--- src/reset_ctrl_regs.svh ---
// register map, reset values, field positions and timing constants of the reset controller
// Functional notes
// seven reset causes: power-on, clear pin, clear wake, watchdog, watchdog wake, pin wake, brown-out
// unaffected registers are unknown at power-on and keep contents otherwise
// any wake from halt gives a full reset, never a resumption
// cause flags in status bits 7, 4, 3; power-on loads 1001 1xxx
// power-on, clear and watchdog resets load defined register reset states
// program counter low byte loads all ones on every cause
// clear-pin reset in run clears status bits 6 and 5 only
// clear-pin reset in run keeps the time-out and power-down flags
// watchdog reset in run loads status u000 1uuu
// watchdog-clear instruction sets time-out and power-down flags
// pin wake clears status bits 7..5; brown-out gives x00x xxxx
// direction all ones, option 3Fh; extension 3Fh at power-on, kept otherwise; the code clears the extension to 00h on brown-out
// file registers 07-1Fh kept on warm resets; pointer top three bits set
// core held in reset for startup hold time: 18 ms, or 1 ms RC warm
// startup hold timer restarted by every reset cause
// simultaneous causes: power-on wins, then brown-out, then the others
// reset requests synchronised; internal reset released on a clock edge
`ifndef RESET_CTRL_REGS_SVH
`define RESET_CTRL_REGS_SVH

// register indices, not apb byte addresses (printed offsets are not word multiples: byte address is index times four)
`define IDX_INDIRECT_DATA_PORT 5'h00
`define IDX_TIMER_COUNT        5'h01
`define IDX_PROGRAM_COUNTER_LOW 5'h02
`define IDX_STATUS_FLAGS       5'h03
`define IDX_INDIRECT_POINTER   5'h04
`define IDX_PORT_A_LATCH       5'h05
`define IDX_PORT_B_LATCH       5'h06
`define IDX_GPR_FIRST          5'h07
`define IDX_GPR_LAST           5'h1F
`define IDX_WORKING_ACC        6'h20
`define IDX_PIN_DIRECTION      6'h21
`define IDX_TIMER_OPTION       6'h22
`define IDX_OPTION_EXT         6'h23
`define IDX_CAUSE_CTRL         6'h24
`define IDX_HOLD_STATUS        6'h25

// status field positions
`define ST_PIN_WAKE_N  7
`define ST_PAGE_HI     6
`define ST_PAGE_LO     5
`define ST_TIMEOUT_N   4
`define ST_POWERDOWN_N 3

// reset values
`define RST_ALL_ONES   8'hFF
`define RST_OPTION     6'h3F
`define RST_PTR_TOP    3'h7
`define RST_STATUS_POR 8'h98

// startup hold times in microseconds and clock rate in kHz
`define HOLD_LONG_US   18000
`define HOLD_SHORT_US  1000
`define CLOCK_KHZ      10000
`define HOLD_LONG_CYC  ((`HOLD_LONG_US * `CLOCK_KHZ) / 1000)
`define HOLD_SHORT_CYC ((`HOLD_SHORT_US * `CLOCK_KHZ) / 1000)

`endif

--- src/reset_ctrl_pkg.sv ---
// types shared by the reset controller modules
package reset_ctrl_pkg;
  typedef enum logic [7:0] {
    CAUSE_NONE      = 8'h00,
    CAUSE_POR       = 8'h01,
    CAUSE_CLR_RUN   = 8'h02,
    CAUSE_CLR_WAKE  = 8'h04,
    CAUSE_WDT_RUN   = 8'h08,
    CAUSE_WDT_WAKE  = 8'h10,
    CAUSE_PIN_WAKE  = 8'h20,
    CAUSE_BROWNOUT  = 8'h40
  } cause_t;

  typedef enum logic [2:0] {
    HOLD_IDLE = 3'b001,
    HOLD_WAIT = 3'b010,
    HOLD_RUN  = 3'b100
  } hold_state_t;
endpackage

--- src/hold_if.sv ---
// carries the start request and the hold indication between controller and hold timer
interface hold_if;
  logic        start;
  logic        short_sel;
  logic        busy;
  modport ctrl  (output start, output short_sel, input busy);
  modport timer (input start, input short_sel, output busy);
endinterface

--- src/startup_hold_timer.sv ---
// startup hold timer: keeps the core in reset for the long or short period
`include "reset_ctrl_regs.svh"
module startup_hold_timer
  import reset_ctrl_pkg::*;
#(
  parameter int unsigned LONG_CYC  = `HOLD_LONG_CYC,
  parameter int unsigned SHORT_CYC = `HOLD_SHORT_CYC
) (
  input wire logic clock,
  input wire logic nrst,
  hold_if.timer    hif
);
  logic [31:0] cnt_q;
  logic [31:0] cnt_d;
  hold_state_t st_q;
  hold_state_t st_d;

  // a new start reloads at any time, so a cause during the hold restarts it
  always_comb begin
    cnt_d = cnt_q;
    st_d  = st_q;
    case (st_q)
      HOLD_IDLE: begin
        if (hif.start) begin
          st_d = HOLD_RUN;
        end
      end
      HOLD_RUN: begin
        cnt_d = cnt_q + 32'h1;
        if (cnt_q >= (hif.short_sel ? SHORT_CYC : LONG_CYC) - 32'h1) begin
          st_d = HOLD_IDLE;
        end
      end
      default: st_d = HOLD_IDLE;
    endcase
    if (hif.start) begin
      cnt_d = 32'h0;
      st_d  = HOLD_RUN;
    end
  end

  // power-up begins in the running hold
  always_ff @(posedge clock or negedge nrst) begin
    if (!nrst) begin
      cnt_q <= 32'h0;
      st_q  <= HOLD_RUN;
    end else begin
      cnt_q <= cnt_d;
      st_q  <= st_d;
    end
  end

  assign hif.busy = (st_q != HOLD_IDLE);

  AST_HOLD_END: assert property (@(posedge clock) disable iff (!nrst)
    (st_q == HOLD_RUN && !hif.start && hif.short_sel && cnt_q == SHORT_CYC - 32'h1)
      |=> st_q == HOLD_IDLE)
    else $error("hold timer did not end at its period");
  AST_HOLD_RESTART: assert property (@(posedge clock) disable iff (!nrst)
    hif.start |=> (cnt_q == 32'h0 && st_q == HOLD_RUN))
    else $error("start did not restart hold timer");
endmodule

--- src/reset_source_state_control.sv ---
// reset source capture, status flag update and core register reset states behind apb
//
// Chosen here: the APB register port.
`include "reset_ctrl_regs.svh"
module reset_source_state_control
  import reset_ctrl_pkg::*;
#(
  parameter int unsigned LONG_CYC  = `HOLD_LONG_CYC,
  parameter int unsigned SHORT_CYC = `HOLD_SHORT_CYC
) (
  // clock and power-on reset
  input  wire logic        clock,
  input  wire logic        nrst,
  // apb slave
  input  wire logic        psel,
  input  wire logic        penable,
  input  wire logic        pwrite,
  input  wire logic [7:0]  paddr,
  input  wire logic [31:0] pwdata,
  output logic      [31:0] prdata,
  output logic             pready,
  output logic             pslverr,
  // reset sources, asynchronous
  input  wire logic        master_clear_pin_n,
  input  wire logic        watchdog_timeout,
  input  wire logic        pin_change,
  input  wire logic        brownout,
  // core side, same clock
  input  wire logic        halted,
  input  wire logic        watchdog_clear_instr,
  input  wire logic        rc_osc_mode,
  output logic             core_reset,
  output logic [7:0]       last_cause
);
  //////////////////////////////////////////////////////////////////////////////
  // synchronisers: first stage only feeds the second
  logic [3:0] sync1_q;
  logic [3:0] sync2_q;
  logic [3:0] prev_q;
  always_ff @(posedge clock or negedge nrst) begin
    if (!nrst) begin
      sync1_q <= 4'h0;
      sync2_q <= 4'h0;
      prev_q  <= 4'h0;
    end else begin
      sync1_q <= {brownout, pin_change, watchdog_timeout, ~master_clear_pin_n};
      sync2_q <= sync1_q;
      prev_q  <= sync2_q;
    end
  end

  // rising edges of the synchronised requests; pin change counts only while halted
  logic clr_ev;
  logic wdt_ev;
  logic pin_ev;
  logic bod_ev;
  assign clr_ev = sync2_q[0] & ~prev_q[0];
  assign wdt_ev = sync2_q[1] & ~prev_q[1];
  assign pin_ev = sync2_q[2] & ~prev_q[2] & halted;

  //////////////////////////////////////////////////////////////////////////////
  // register file state
  logic [7:0] status_q, status_d;
  logic [7:0] pcl_q, pcl_d;
  logic [7:0] ptr_q, ptr_d;
  logic [7:0] tmr_q, tmr_d;
  logic [3:0] port_a_latch_q, port_a_latch_d;
  logic [7:0] port_b_latch_q, port_b_latch_d;
  logic [7:0] wacc_q, wacc_d;
  logic [7:0] dir_q, dir_d;
  logic [5:0] opt_q, opt_d;
  logic [5:0] optx_q, optx_d;
  logic [7:0] gpr_q [25];
  logic [7:0] gpr_d [25];
  logic       bod_enable_q, bod_enable_d;
  logic       por_seen_q, por_seen_d;
  cause_t     cause_q, cause_d;
  logic [7:0] prdata_d;
  logic       pready_d, pslverr_d;

  hold_if hif ();

  // brown-out requests count only while software has the detector enabled
  assign bod_ev = sync2_q[3] & ~prev_q[3] & bod_enable_q;

  // one-hot priority pick: brown-out, then clear pin, then watchdog, then pin change
  function automatic cause_t pick_cause(input logic c, w, p, b, h);
    if (b)            pick_cause = CAUSE_BROWNOUT;
    else if (c && h)  pick_cause = CAUSE_CLR_WAKE;
    else if (c)       pick_cause = CAUSE_CLR_RUN;
    else if (w && h)  pick_cause = CAUSE_WDT_WAKE;
    else if (w)       pick_cause = CAUSE_WDT_RUN;
    else if (p)       pick_cause = CAUSE_PIN_WAKE;
    else              pick_cause = CAUSE_NONE;
  endfunction

  // word index from byte address; misaligned gives an out-of-range index
  function automatic logic [6:0] reg_index(input logic [7:0] a);
    reg_index = (a[1:0] == 2'b00) ? {1'b0, a[7:2]} : 7'h7F;
  endfunction

  cause_t     now_cause;
  logic [6:0] idx;
  logic       acc;
  logic       wr;
  assign now_cause = pick_cause(clr_ev, wdt_ev, pin_ev, bod_ev, halted);
  assign idx       = reg_index(paddr);
  assign acc       = psel & penable & pready; // write lands where the master samples pready
  assign wr        = acc & pwrite;

  //////////////////////////////////////////////////////////////////////////////
  // next-state: software writes, then reset loads that override them
  always_comb begin
    status_d = status_q;
    pcl_d = pcl_q;
    ptr_d = ptr_q;
    tmr_d = tmr_q;
    port_a_latch_d = port_a_latch_q;
    port_b_latch_d = port_b_latch_q;
    wacc_d = wacc_q;
    dir_d = dir_q;
    opt_d = opt_q;
    optx_d = optx_q;
    gpr_d = gpr_q;
    bod_enable_d = bod_enable_q;
    por_seen_d = por_seen_q;
    cause_d = cause_q;
    hif.start = 1'b0;
    hif.short_sel = rc_osc_mode & por_seen_q;
    // software writes only outside reset; flag bits 7,4,3 are read-only
    if (wr && !core_reset) begin
      case (idx)
        7'(`IDX_INDIRECT_DATA_PORT): begin
          if (ptr_q[4:0] >= `IDX_GPR_FIRST) gpr_d[ptr_q[4:0] - 5'd7] = pwdata[7:0];
        end
        7'(`IDX_TIMER_COUNT):        tmr_d = pwdata[7:0];
        7'(`IDX_PROGRAM_COUNTER_LOW): pcl_d = pwdata[7:0];
        7'(`IDX_STATUS_FLAGS): begin
          status_d = {status_q[7], pwdata[6:5], status_q[4:3], pwdata[2:0]};
        end
        7'(`IDX_INDIRECT_POINTER):   ptr_d = pwdata[7:0];
        7'(`IDX_PORT_A_LATCH):       port_a_latch_d = pwdata[3:0];
        7'(`IDX_PORT_B_LATCH):       port_b_latch_d = pwdata[7:0];
        7'(`IDX_WORKING_ACC):        wacc_d = pwdata[7:0];
        7'(`IDX_PIN_DIRECTION):      dir_d = pwdata[7:0];
        7'(`IDX_TIMER_OPTION):       opt_d = pwdata[5:0];
        7'(`IDX_OPTION_EXT):         optx_d = pwdata[5:0];
        7'(`IDX_CAUSE_CTRL):         bod_enable_d = pwdata[0];
        default: begin
          if (idx >= 7'(`IDX_GPR_FIRST) && idx <= 7'(`IDX_GPR_LAST)) begin
            gpr_d[idx[4:0] - 5'd7] = pwdata[7:0];
          end
        end
      endcase
    end
    if (watchdog_clear_instr && !core_reset) begin
      status_d[`ST_TIMEOUT_N]   = 1'b1;
      status_d[`ST_POWERDOWN_N] = 1'b1;
    end
    // reset loads: every cause restarts hold and wakes never resume
    if (now_cause != CAUSE_NONE) begin
      hif.start = 1'b1;
      cause_d = now_cause;
      pcl_d = `RST_ALL_ONES;
      dir_d = `RST_ALL_ONES;
      opt_d = `RST_OPTION;
      ptr_d[7:5] = `RST_PTR_TOP;
      por_seen_d = 1'b1;
      case (now_cause)
        CAUSE_CLR_RUN: begin
          status_d[6:5] = 2'b00;
        end
        CAUSE_CLR_WAKE: begin
          status_d[7:3] = 5'b10010;
        end
        CAUSE_WDT_RUN: begin
          status_d[6:3] = 4'b0001;
        end
        CAUSE_WDT_WAKE: begin
          status_d[7:3] = 5'b10000;
        end
        CAUSE_PIN_WAKE: begin
          status_d[7:5] = 3'b000;
        end
        CAUSE_BROWNOUT: begin
          status_d = 8'h00;
          wacc_d = 8'h00;
          tmr_d = 8'h00;
          port_a_latch_d = 4'h0;
          port_b_latch_d = 8'h00;
          optx_d = 6'h00;
          bod_enable_d = 1'b0;
          ptr_d[4:0] = 5'h00; // unknown low pointer bits shown as zero
          for (int i = 0; i < 25; i++) gpr_d[i] = 8'h00;
        end
        default: status_d = status_q;
      endcase
    end
  end

  //////////////////////////////////////////////////////////////////////////////
  // apb answer: one wait cycle, pready and data registered
  always_comb begin
    prdata_d  = 8'h00;
    pready_d  = 1'b0;
    pslverr_d = 1'b0;
    if (psel && penable && !pready) begin
      pready_d = 1'b1;
      case (idx)
        7'(`IDX_INDIRECT_DATA_PORT): begin
          prdata_d = (ptr_q[4:0] >= `IDX_GPR_FIRST) ? gpr_q[ptr_q[4:0] - 5'd7] : 8'h00;
        end
        7'(`IDX_TIMER_COUNT):         prdata_d = tmr_q;
        7'(`IDX_PROGRAM_COUNTER_LOW): prdata_d = pcl_q;
        7'(`IDX_STATUS_FLAGS):        prdata_d = status_q;
        7'(`IDX_INDIRECT_POINTER):    prdata_d = ptr_q;
        7'(`IDX_PORT_A_LATCH):        prdata_d = {4'h0, port_a_latch_q};
        7'(`IDX_PORT_B_LATCH):        prdata_d = port_b_latch_q;
        7'(`IDX_WORKING_ACC):         prdata_d = wacc_q;
        7'(`IDX_PIN_DIRECTION):       prdata_d = dir_q;
        7'(`IDX_TIMER_OPTION):        prdata_d = {2'b00, opt_q};
        7'(`IDX_OPTION_EXT):          prdata_d = {2'b00, optx_q};
        7'(`IDX_CAUSE_CTRL):          prdata_d = {7'h00, bod_enable_q};
        7'(`IDX_HOLD_STATUS):         prdata_d = cause_q;
        default: begin
          if (idx >= 7'(`IDX_GPR_FIRST) && idx <= 7'(`IDX_GPR_LAST)) begin
            prdata_d = gpr_q[idx[4:0] - 5'd7];
          end else begin
            pslverr_d = 1'b1; // unmapped: error, no effect
          end
        end
      endcase
    end
  end

  //////////////////////////////////////////////////////////////////////////////
  // registers; power-on is the asynchronous reset
  always_ff @(posedge clock or negedge nrst) begin
    if (!nrst) begin
      status_q <= `RST_STATUS_POR;
      pcl_q <= `RST_ALL_ONES;
      ptr_q <= {`RST_PTR_TOP, 5'h00};
      tmr_q <= 8'h00; // unknown shown as zero
      port_a_latch_q <= 4'h0;
      port_b_latch_q <= 8'h00;
      wacc_q <= 8'h00;
      dir_q <= `RST_ALL_ONES;
      opt_q <= `RST_OPTION;
      optx_q <= `RST_OPTION;
      for (int i = 0; i < 25; i++) gpr_q[i] <= 8'h00;
      bod_enable_q <= 1'b0;
      por_seen_q <= 1'b0;
      cause_q <= CAUSE_POR;
      prdata <= 32'h0;
      pready <= 1'b0;
      pslverr <= 1'b0;
      core_reset <= 1'b1;
      last_cause <= 8'h01;
    end else begin
      status_q <= status_d;
      pcl_q <= pcl_d;
      ptr_q <= ptr_d;
      tmr_q <= tmr_d;
      port_a_latch_q <= port_a_latch_d;
      port_b_latch_q <= port_b_latch_d;
      wacc_q <= wacc_d;
      dir_q <= dir_d;
      opt_q <= opt_d;
      optx_q <= optx_d;
      gpr_q <= gpr_d;
      bod_enable_q <= bod_enable_d;
      por_seen_q <= por_seen_d;
      cause_q <= cause_d;
      prdata <= {24'h0, prdata_d};
      pready <= pready_d;
      pslverr <= pslverr_d;
      core_reset <= hif.busy | hif.start;
      last_cause <= cause_d;
    end
  end

  startup_hold_timer #(
    .LONG_CYC  (LONG_CYC),
    .SHORT_CYC (SHORT_CYC)
  ) u_hold (
    .clock (clock),
    .nrst  (nrst),
    .hif   (hif)
  );

  //////////////////////////////////////////////////////////////////////////////
  // checks
  AST_PCL_ONES: assert property (@(posedge clock) disable iff (!nrst)
    now_cause != CAUSE_NONE |=> pcl_q == 8'hFF)
    else $error("program counter low not all ones after reset");
  AST_CLR_RUN: assert property (@(posedge clock) disable iff (!nrst)
    now_cause == CAUSE_CLR_RUN |=> status_q[6:5] == 2'b00
      && status_q[4:3] == $past(status_q[4:3]) && status_q[7] == $past(status_q[7]))
    else $error("clear reset status wrong");
  AST_WDT_RUN: assert property (@(posedge clock) disable iff (!nrst)
    now_cause == CAUSE_WDT_RUN |=> status_q[6:3] == 4'b0001)
    else $error("watchdog reset status wrong");
  AST_PIN_WAKE: assert property (@(posedge clock) disable iff (!nrst)
    now_cause == CAUSE_PIN_WAKE |=> status_q[7:5] == 3'b000)
    else $error("pin wake status wrong");
  AST_WDT_CLR: assert property (@(posedge clock) disable iff (!nrst)
    (watchdog_clear_instr && !core_reset && now_cause == CAUSE_NONE)
      |=> status_q[4:3] == 2'b11)
    else $error("watchdog clear did not set flags");
  AST_DIR_OPT: assert property (@(posedge clock) disable iff (!nrst)
    now_cause != CAUSE_NONE |=> dir_q == 8'hFF && opt_q == 6'h3F && ptr_q[7:5] == 3'h7)
    else $error("direction or option not reset");
  AST_HOLD_CORE: assert property (@(posedge clock) disable iff (!nrst)
    now_cause != CAUSE_NONE |=> core_reset [*2])
    else $error("core not held after wake");
  AST_BOD_WINS: assert property (@(posedge clock) disable iff (!nrst)
    (bod_ev && (clr_ev || wdt_ev)) |=> cause_q == CAUSE_BROWNOUT)
    else $error("brown-out did not win");
endmodule

--- config.mk ---
export PLATFORM = sky130hd
export DESIGN_NAME = reset_source_state_control
export DESIGN_NICKNAME = d
export VERILOG_FILES = /design/src/reset_ctrl_pkg.sv /design/src/hold_if.sv /design/src/startup_hold_timer.sv /design/src/reset_source_state_control.sv
export VERILOG_INCLUDE_DIRS = /design/src
export SDC_FILE = /design/constraint.sdc
export NUM_CORES = 1
export LEC_CHECK = 0
export ABC_CLOCK_PERIOD_IN_PS = 5300
export BUFFER_PORTS_ARGS = -buffer_cell sky130_fd_sc_hd__buf_2
export CAP_MARGIN = 0
export CORE_MARGIN = 2
export CORE_UTILIZATION = 59
export DETAILED_ROUTE_END_ITERATION = 8
export PLACE_DENSITY = 0.77
export SYNTH_ARGS = -nofsm -noshare
export SYNTH_HDL_FRONTEND = slang
export SYNTH_SLANG_ARGS = --single-unit
export TNS_END_PERCENT = 20
--- constraint.sdc ---
create_clock -name clock -period 5.3 [get_ports clock]
set_clock_uncertainty 0.05 [all_clocks]
set_input_delay 0.795 -clock clock [delete_from_list [all_inputs] [get_ports clock]]
set_output_delay 0.795 -clock clock [all_outputs]
set_load 0.03 [all_outputs]
==> results.tsv, run 1 <==
metric	value	unit
status	finished, violations left	
failing checks	DRC	
xor-xnor portion of the synthesized cell area	0.0131	
root buffer cell	clkbuf_16	
Util after Layout	0.653	
Total Wirelength	81900	µm
drt wl/cell	29.7	µm
synthesized area	0.0214	mm²
Critical Setup Path Class	in2reg	
area of the multi-input gates	0.0119	mm²
Top Ports	95	
ys async rst share	1.00	
Sw Share	0.253	
critical path peak fanout	31	
Die H	194	µm
Die ar.	0.0378	mm²
layout cells sized above 1	0.156	
cell taking the most area after synthesis	dfrtp_1	
Tightest Pin Transition	1.21	ns
Via density	7.68	
final hold vios	0	
CTS Buf Count	39	
PwrDens	258	mW/mm²
fillers	2882	
Seq pwr share	0.438	
DR DRC count	4	
Clock power frac	0.490	
Slew Viols, Final	0	
Ys Warns	0	
Starting Density	0.600	
adder-cell share of the synthesized area	0.00526	
RD Place Congestion	1.05	
Layout Nets	2323	
first-pass GRT wire length	124000	µm
Synth cell types	82	
CTS tree	done	
Gate Count Post-Synth	2320	
Psw	1520	µW
register area	0.00851	mm²
critical path required time	5.73	ns
Clk pin slew, worst setup/hold paths	0.06	ns
IO Port Bufs	45	
Setup crit start kind	input port	
Die W	194	µm
Post-CTS Setup Bufs	0	
Post-synth top cells	301 x dfrtp_1, 296 x nor2_1, 189 x nand2_1, 159 x clkbuf_1, 154 x a21oi_1	
first drt pass iteration count	8	
vias post-DR	21195	
CTS sink count	338	
Arr. time, crit path	4.57	ns
HP Class	in2async	
logic gate share of total power	0.072	
leakage	0.00945	µW
Avg Cell Area, Syn	9.22	µm²
CTS resizes	0	
Worst-Skew Late Latency	0.59	ns
Synth Area in Compound Gates	0.249	
Synth area leaders	dfrtp_1 35%, mux4_2 9.1%, nor2_1 5.2%	
row cnt	69	
peak supply drop	0.000319	V
total congestion overflow	0	
maxcap violations	0	
H-tree depth	2	
main combinational cell family by area after synthesis	compound AO/OA/AOI/OAI gates	
max_slew headroom	0.189	
top-count cell post-synth	dfrtp_1	
Post-CTS Hold Fix Bufs	0	
fmax	241	MHz
vias in the first global route	20233	
fin crit period	4.14	ns
dominant synthesized flop cell	dfrtp_1	
Setup crit end kind	flip-flop	
Syn-to-layout area delta	8.75	%
Final Cycle Share	0.781	
#FFs+latches synth	338	
final setup TNS	0	ns
ANT nets after route	0	
post-synthesis mux area share	0.120	
initial antenna violation count	5	
cell-internal power	4480	µW
Yosys top cell area share	0.352	
placed wire-length estimate	55500	µm
EDFF count, synth	0	
final setup violation count	0	
RSZ-0062 raised after global routing	no	
Seq/Total Area, Yosys	0.397	
GRT Overall Usage	0.432	
largest net degree at the start of global routing	118	
CTS Buffer Depth	3	
Synth Area in Simple Gates	0.164	
Core Region	0.0357	mm²
initial drt markers	3305	
layout make-up:
class	instances	share of cell area
clock inverters	17	0.00995
inverters	27	0.00436
multi-input cells	1752	0.513
diodes	4	0.000430
flip-flops and latches	338	0.366
clock buffers	55	0.0497
repair buffers	104	0.0318
well taps	461	0.0248
cell families (layout without fill, tap and decap cells):
group                    count (synthesis)  in the layout
AO/OA/AOI/OAI                          774            774
buffers and inverters                  254            203
AND/OR/NAND/NOR                        764            764
other                                    1             29
adder cells (fa/ha/maj)                  9              9
multiplexers                           148            148
XOR/XNOR                                32             32
flip-flops                             338            338
worst paths after layout:
check / startpoint / endpoint / slack [ns] / depth (start not counted)
worst max-delay path: paddr[1] / prdata[3]$_DFF_PN0_ / 1.16 / 12
worst min-delay path: nrst / gpr_q[96]$_DFF_PN0_ / 0.26 / 1
worst max register to register: ptr_q[0]$_DFF_PN0_ / prdata[5]$_DFF_PN0_ / 1.22 / 9
worst min register to register: sync1_q[0]$_DFF_PN0_ / sync2_q[0]$_DFF_PN0_ / 0.30 / 0
max in group asynchronous: nrst / gpr_q[14]$_DFF_PN0_ / 3.76 / 2
min in group clock: watchdog_timeout / sync1_q[1]$_DFF_PN0_ / 0.28 / 1
metal layers:
| layer | up-vias | GRT usage | wire (µm) | share of wire |
|---|---|---|---|---|
| met5 | - | 0.0128 | 77 | 0.00094 |
| met1 | 10331 | 0.585 | 30000 | 0.37 |
| met4 | 4 | 0.238 | 5330 | 0.065 |
| met3 | 389 | 0.107 | 10900 | 0.13 |
| li1 | 8721 | - | - | - |
| met2 | 1750 | 0.640 | 35600 | 0.44 |
placed cells by master, fill, tap and decap left out, types with 25 or more instances in the layout:
master     instances
dfrtp_1          300
nor2_1           295
nand2_1          189
a21oi_1          154
o21ai_0          147
a221oi_1         106
o221ai_1          96
mux4_2            86
nand3_1           66
buf_4             54
mux2i_1           53
o22ai_1           46
nor3_1            45
buf_2             44
clkbuf_16         40
a31oi_1           38
dfstp_2           37
and3_1            34
a22o_1            34
a22oi_1           27
conb_1            25
metrics by stage:
stage	cell area, µm²	power [µW]	setup WS (ns)	instances	hold slack [ns]
after floorplan	21500	2920	1.19	2344	0.281
after detailed placement	21900	3090	0.770	2682	0.286
final	23300	6000	1.16	2758	0.259
after CTS	23300	5990	1.35	2754	0.272
after global placement	21900	3080	0.871	2682	0.283
after global routing	23300	6130	1.02	2758	0.277
critical path, stage by stage:
cell     delay (ns)
buf_2          0.14
or2_1          0.44
nor2_4         0.19
inv_2          0.05
ha_1           0.20
buf_4          0.28
nand3_1        0.18
o21ai_1        0.15
or4_1          0.78
or4_1          0.73
a31oi_1        0.38
or3_1          0.25
sequential cells by signal, indices dropped and copies added (netlist names), 7 cells and up:
| name | cells |
|---|---|
| u_hold.cnt_q | 32 |
| pcl_q | 8 |
| gpr_q | 200 |
| cause_q | 7 |
| dir_q | 8 |
| wacc_q | 8 |
| prdata | 8 |
| status_q | 8 |
| port_b_latch_q | 8 |
| ptr_q | 8 |
| tmr_q | 8 |
power groups by stage:
| stage | Combinational, µW | Clock (µW) | Sequential [µW] |
|---|---|---|---|
| after global placement | 410 | 0 | 2670 |
| after CTS | 419 | 2950 | 2630 |
| after floorplan | 240 | 0 | 2680 |
| after global routing | 453 | 3050 | 2630 |
| after detailed placement | 416 | 0 | 2670 |
| final | 431 | 2940 | 2630 |
No activity file was read; power rests on OpenSTA's default activity.
==> inputs of run 2 (changes only) <==
--- a/config.mk
+++ b/config.mk
@@ -6,13 +6,13 @@
 export SDC_FILE = /design/constraint.sdc
 export NUM_CORES = 1
 export LEC_CHECK = 0
-export ABC_CLOCK_PERIOD_IN_PS = 5300
+export ABC_CLOCK_PERIOD_IN_PS = 3400
 export BUFFER_PORTS_ARGS = -buffer_cell sky130_fd_sc_hd__buf_2
 export CAP_MARGIN = 0
 export CORE_MARGIN = 2
-export CORE_UTILIZATION = 59
+export CORE_UTILIZATION = 57
 export DETAILED_ROUTE_END_ITERATION = 8
-export PLACE_DENSITY = 0.77
+export PLACE_DENSITY = 0.78
 export SYNTH_ARGS = -nofsm -noshare
 export SYNTH_HDL_FRONTEND = slang
 export SYNTH_SLANG_ARGS = --single-unit
==> constraint.sdc (replaced) <==
create_clock -name clock -period 3.4 [get_ports clock]
set_clock_uncertainty 0.05 [all_clocks]
set_input_delay 0.51 -clock clock [delete_from_list [all_inputs] [get_ports clock]]
set_output_delay 0.51 -clock clock [all_outputs]
set_load 0.03 [all_outputs]
==> results.tsv, run 2 (synthesis results as in run 1) <==
metric	value	unit
first drt pass iteration count	9	
ANT nets after route	0	
Final Cycle Share	0.995	
Worst-Skew Late Latency	0.57	ns
Die ar.	0.0391	mm²
Critical Setup Path Class	reg2reg	
root buffer cell	clkbuf_16	
status	complete, no violations	
Regs by FF count	gpr_q x200, u_hold.cnt_q x32	
PwrDens	370	mW/mm²
initial antenna violation count	0	
H-tree depth	2	
GRT Overall Usage	0.443	
Via density	7.50	
CTS sink count	338	
worst r2r path cells	9	
critical path required time	3.78	ns
placed wire-length estimate	59700	µm
min-delay src	master_clear_pin_n	
maxcap violations	0	
final hold vios	0	
CTS Buffer Depth	3	
CTS Buf Count	38	
critical path peak fanout	17	
initial drt markers	3450	
max FFs per register	200	
Die H	198	µm
Tightest Pin Transition	1.07	ns
row cnt	70	
vias in the first global route	20887	
RD Place Congestion	1.06	
Die W	198	µm
hold path depth	2	
total congestion overflow	0	
Layout Nets	2445	
Core Region	0.0368	mm²
Arr. time, crit path	3.77	ns
commonest non-fill, non-tap cell in the layout	dfrtp_1	
Total Wirelength	85000	µm
CTS tree	done	
peak supply drop	0.000378	V
first-pass GRT wire length	129000	µm
Top Ports	95	
Worst R2R Setup Slack	0.02	ns
Slew Viols, Final	0	
IO Port Bufs	45	
fillers	2889	
Top reg by flops	gpr_q	
max_slew headroom	0.283	
fin crit period	3.38	ns
DR DRC count	0	
largest net degree at the start of global routing	101	
Setup crit start kind	flip-flop	
Clk pin slew, worst setup/hold paths	0.06	ns
most frequent cells in the layout	300 x dfrtp_1, 295 x nor2_1, 188 x nand2_1	
vias post-DR	21585	
HP Class	in2reg	
reg-to-reg startpoint	ptr_q[0]$_DFF_PN0_	
layout cells sized above 1	0.196	
Util after Layout	0.658	
Starting Density	0.582	
final setup violation count	0	
Syn-to-layout area delta	13.2	%
Critical R2R Capture	prdata[5]$_DFF_PN0_	
drt wl/cell	29.5	µm
RSZ-0062 raised after global routing	no	
Setup crit end kind	flip-flop	
Ant. Diodes	0	
total power	8970	µW
Worst Hold End	sync1_q[0]$_DFF_PN0_	
leakage	0.0100	µW
fmax	296	MHz
run 2: area by class of cell:
| cell class | count | area, µm² | area share |
|---|---|---|---|
| multi-input cells | 1752 | 12000 | 0.494 |
| repair buffers | 227 | 1820 | 0.0753 |
| inverters | 27 | 104 | 0.00429 |
| clock inverters | 11 | 108 | 0.00444 |
| clock buffers | 55 | 1110 | 0.0460 |
| well taps | 468 | 586 | 0.0242 |
| flip-flops and latches | 338 | 8510 | 0.351 |
run 2: per-stage QoR:
stage	TNS, ns	std cells	hold WS [ns]	instance area [µm²]	setup WS (ns)
global route	0	2878	0.0439	24200	0.00111
floorplan	-0.843	2344	0.164	21600	-0.0990
CTS	0	2878	0.0180	24200	0.156
finish	0	2878	0.0351	24200	0.0161
detailed placement	-2.64	2808	0.286	23000	-0.119
global placement	-1.32	2808	0.282	23000	-0.0814
run 2: worst max-delay path: stages, from the launching register on:
cell,delay [ns]
dfrtp_2,0.38
inv_1,0.10
ha_4,0.55
buf_12,0.20
mux4_2,0.53
mux2i_1,0.42
o22ai_1,0.23
a221oi_1,0.33
nor2_1,0.08
or3_1,0.36
run 2: report_power, final:
| part | total [µW] | internal, µW | switching, µW |
|---|---|---|---|
| sequential | 4100 | 4070 | 34.3 |
| clock | 4100 | 2360 | 1740 |
| combinational | 768 | 203 | 565 |
run 2: what timing repair did:
action                                  CTS  global route
endpoints found under the hold margin    17             0
hold buffers                              4             0
buffers inserted                          0             0
resized for setup                         0             0
endpoints found under the setup margin    0             1
run 2: per-layer routing:
| metal | share of wire | global-route usage | up-vias |
|---|---|---|---|
| met3 | 0.12 | 0.0967 | 358 |
| met2 | 0.44 | 0.668 | 1720 |
| met4 | 0.079 | 0.299 | 0 |
| li1 | - | - | 8974 |
| met1 | 0.36 | 0.577 | 10533 |
| met5 | 0 | 0 | - |
run 2: worst max-delay path by stage:
stage | depth (start not counted) | endpoint | startpoint
final | 9 | prdata[5]$_DFF_PN0_ | ptr_q[0]$_DFF_PN0_
after detailed placement | 13 | gpr_q[37]$_DFF_PN0_ | paddr[1]
after global placement | 13 | gpr_q[43]$_DFF_PN0_ | paddr[1]
after global routing | 9 | prdata[5]$_DFF_PN0_ | ptr_q[0]$_DFF_PN0_
after CTS | 9 | prdata[2]$_DFF_PN0_ | ptr_q[0]$_DFF_PN0_
after floorplan | 15 | prdata[2]$_DFF_PN0_ | paddr[0]
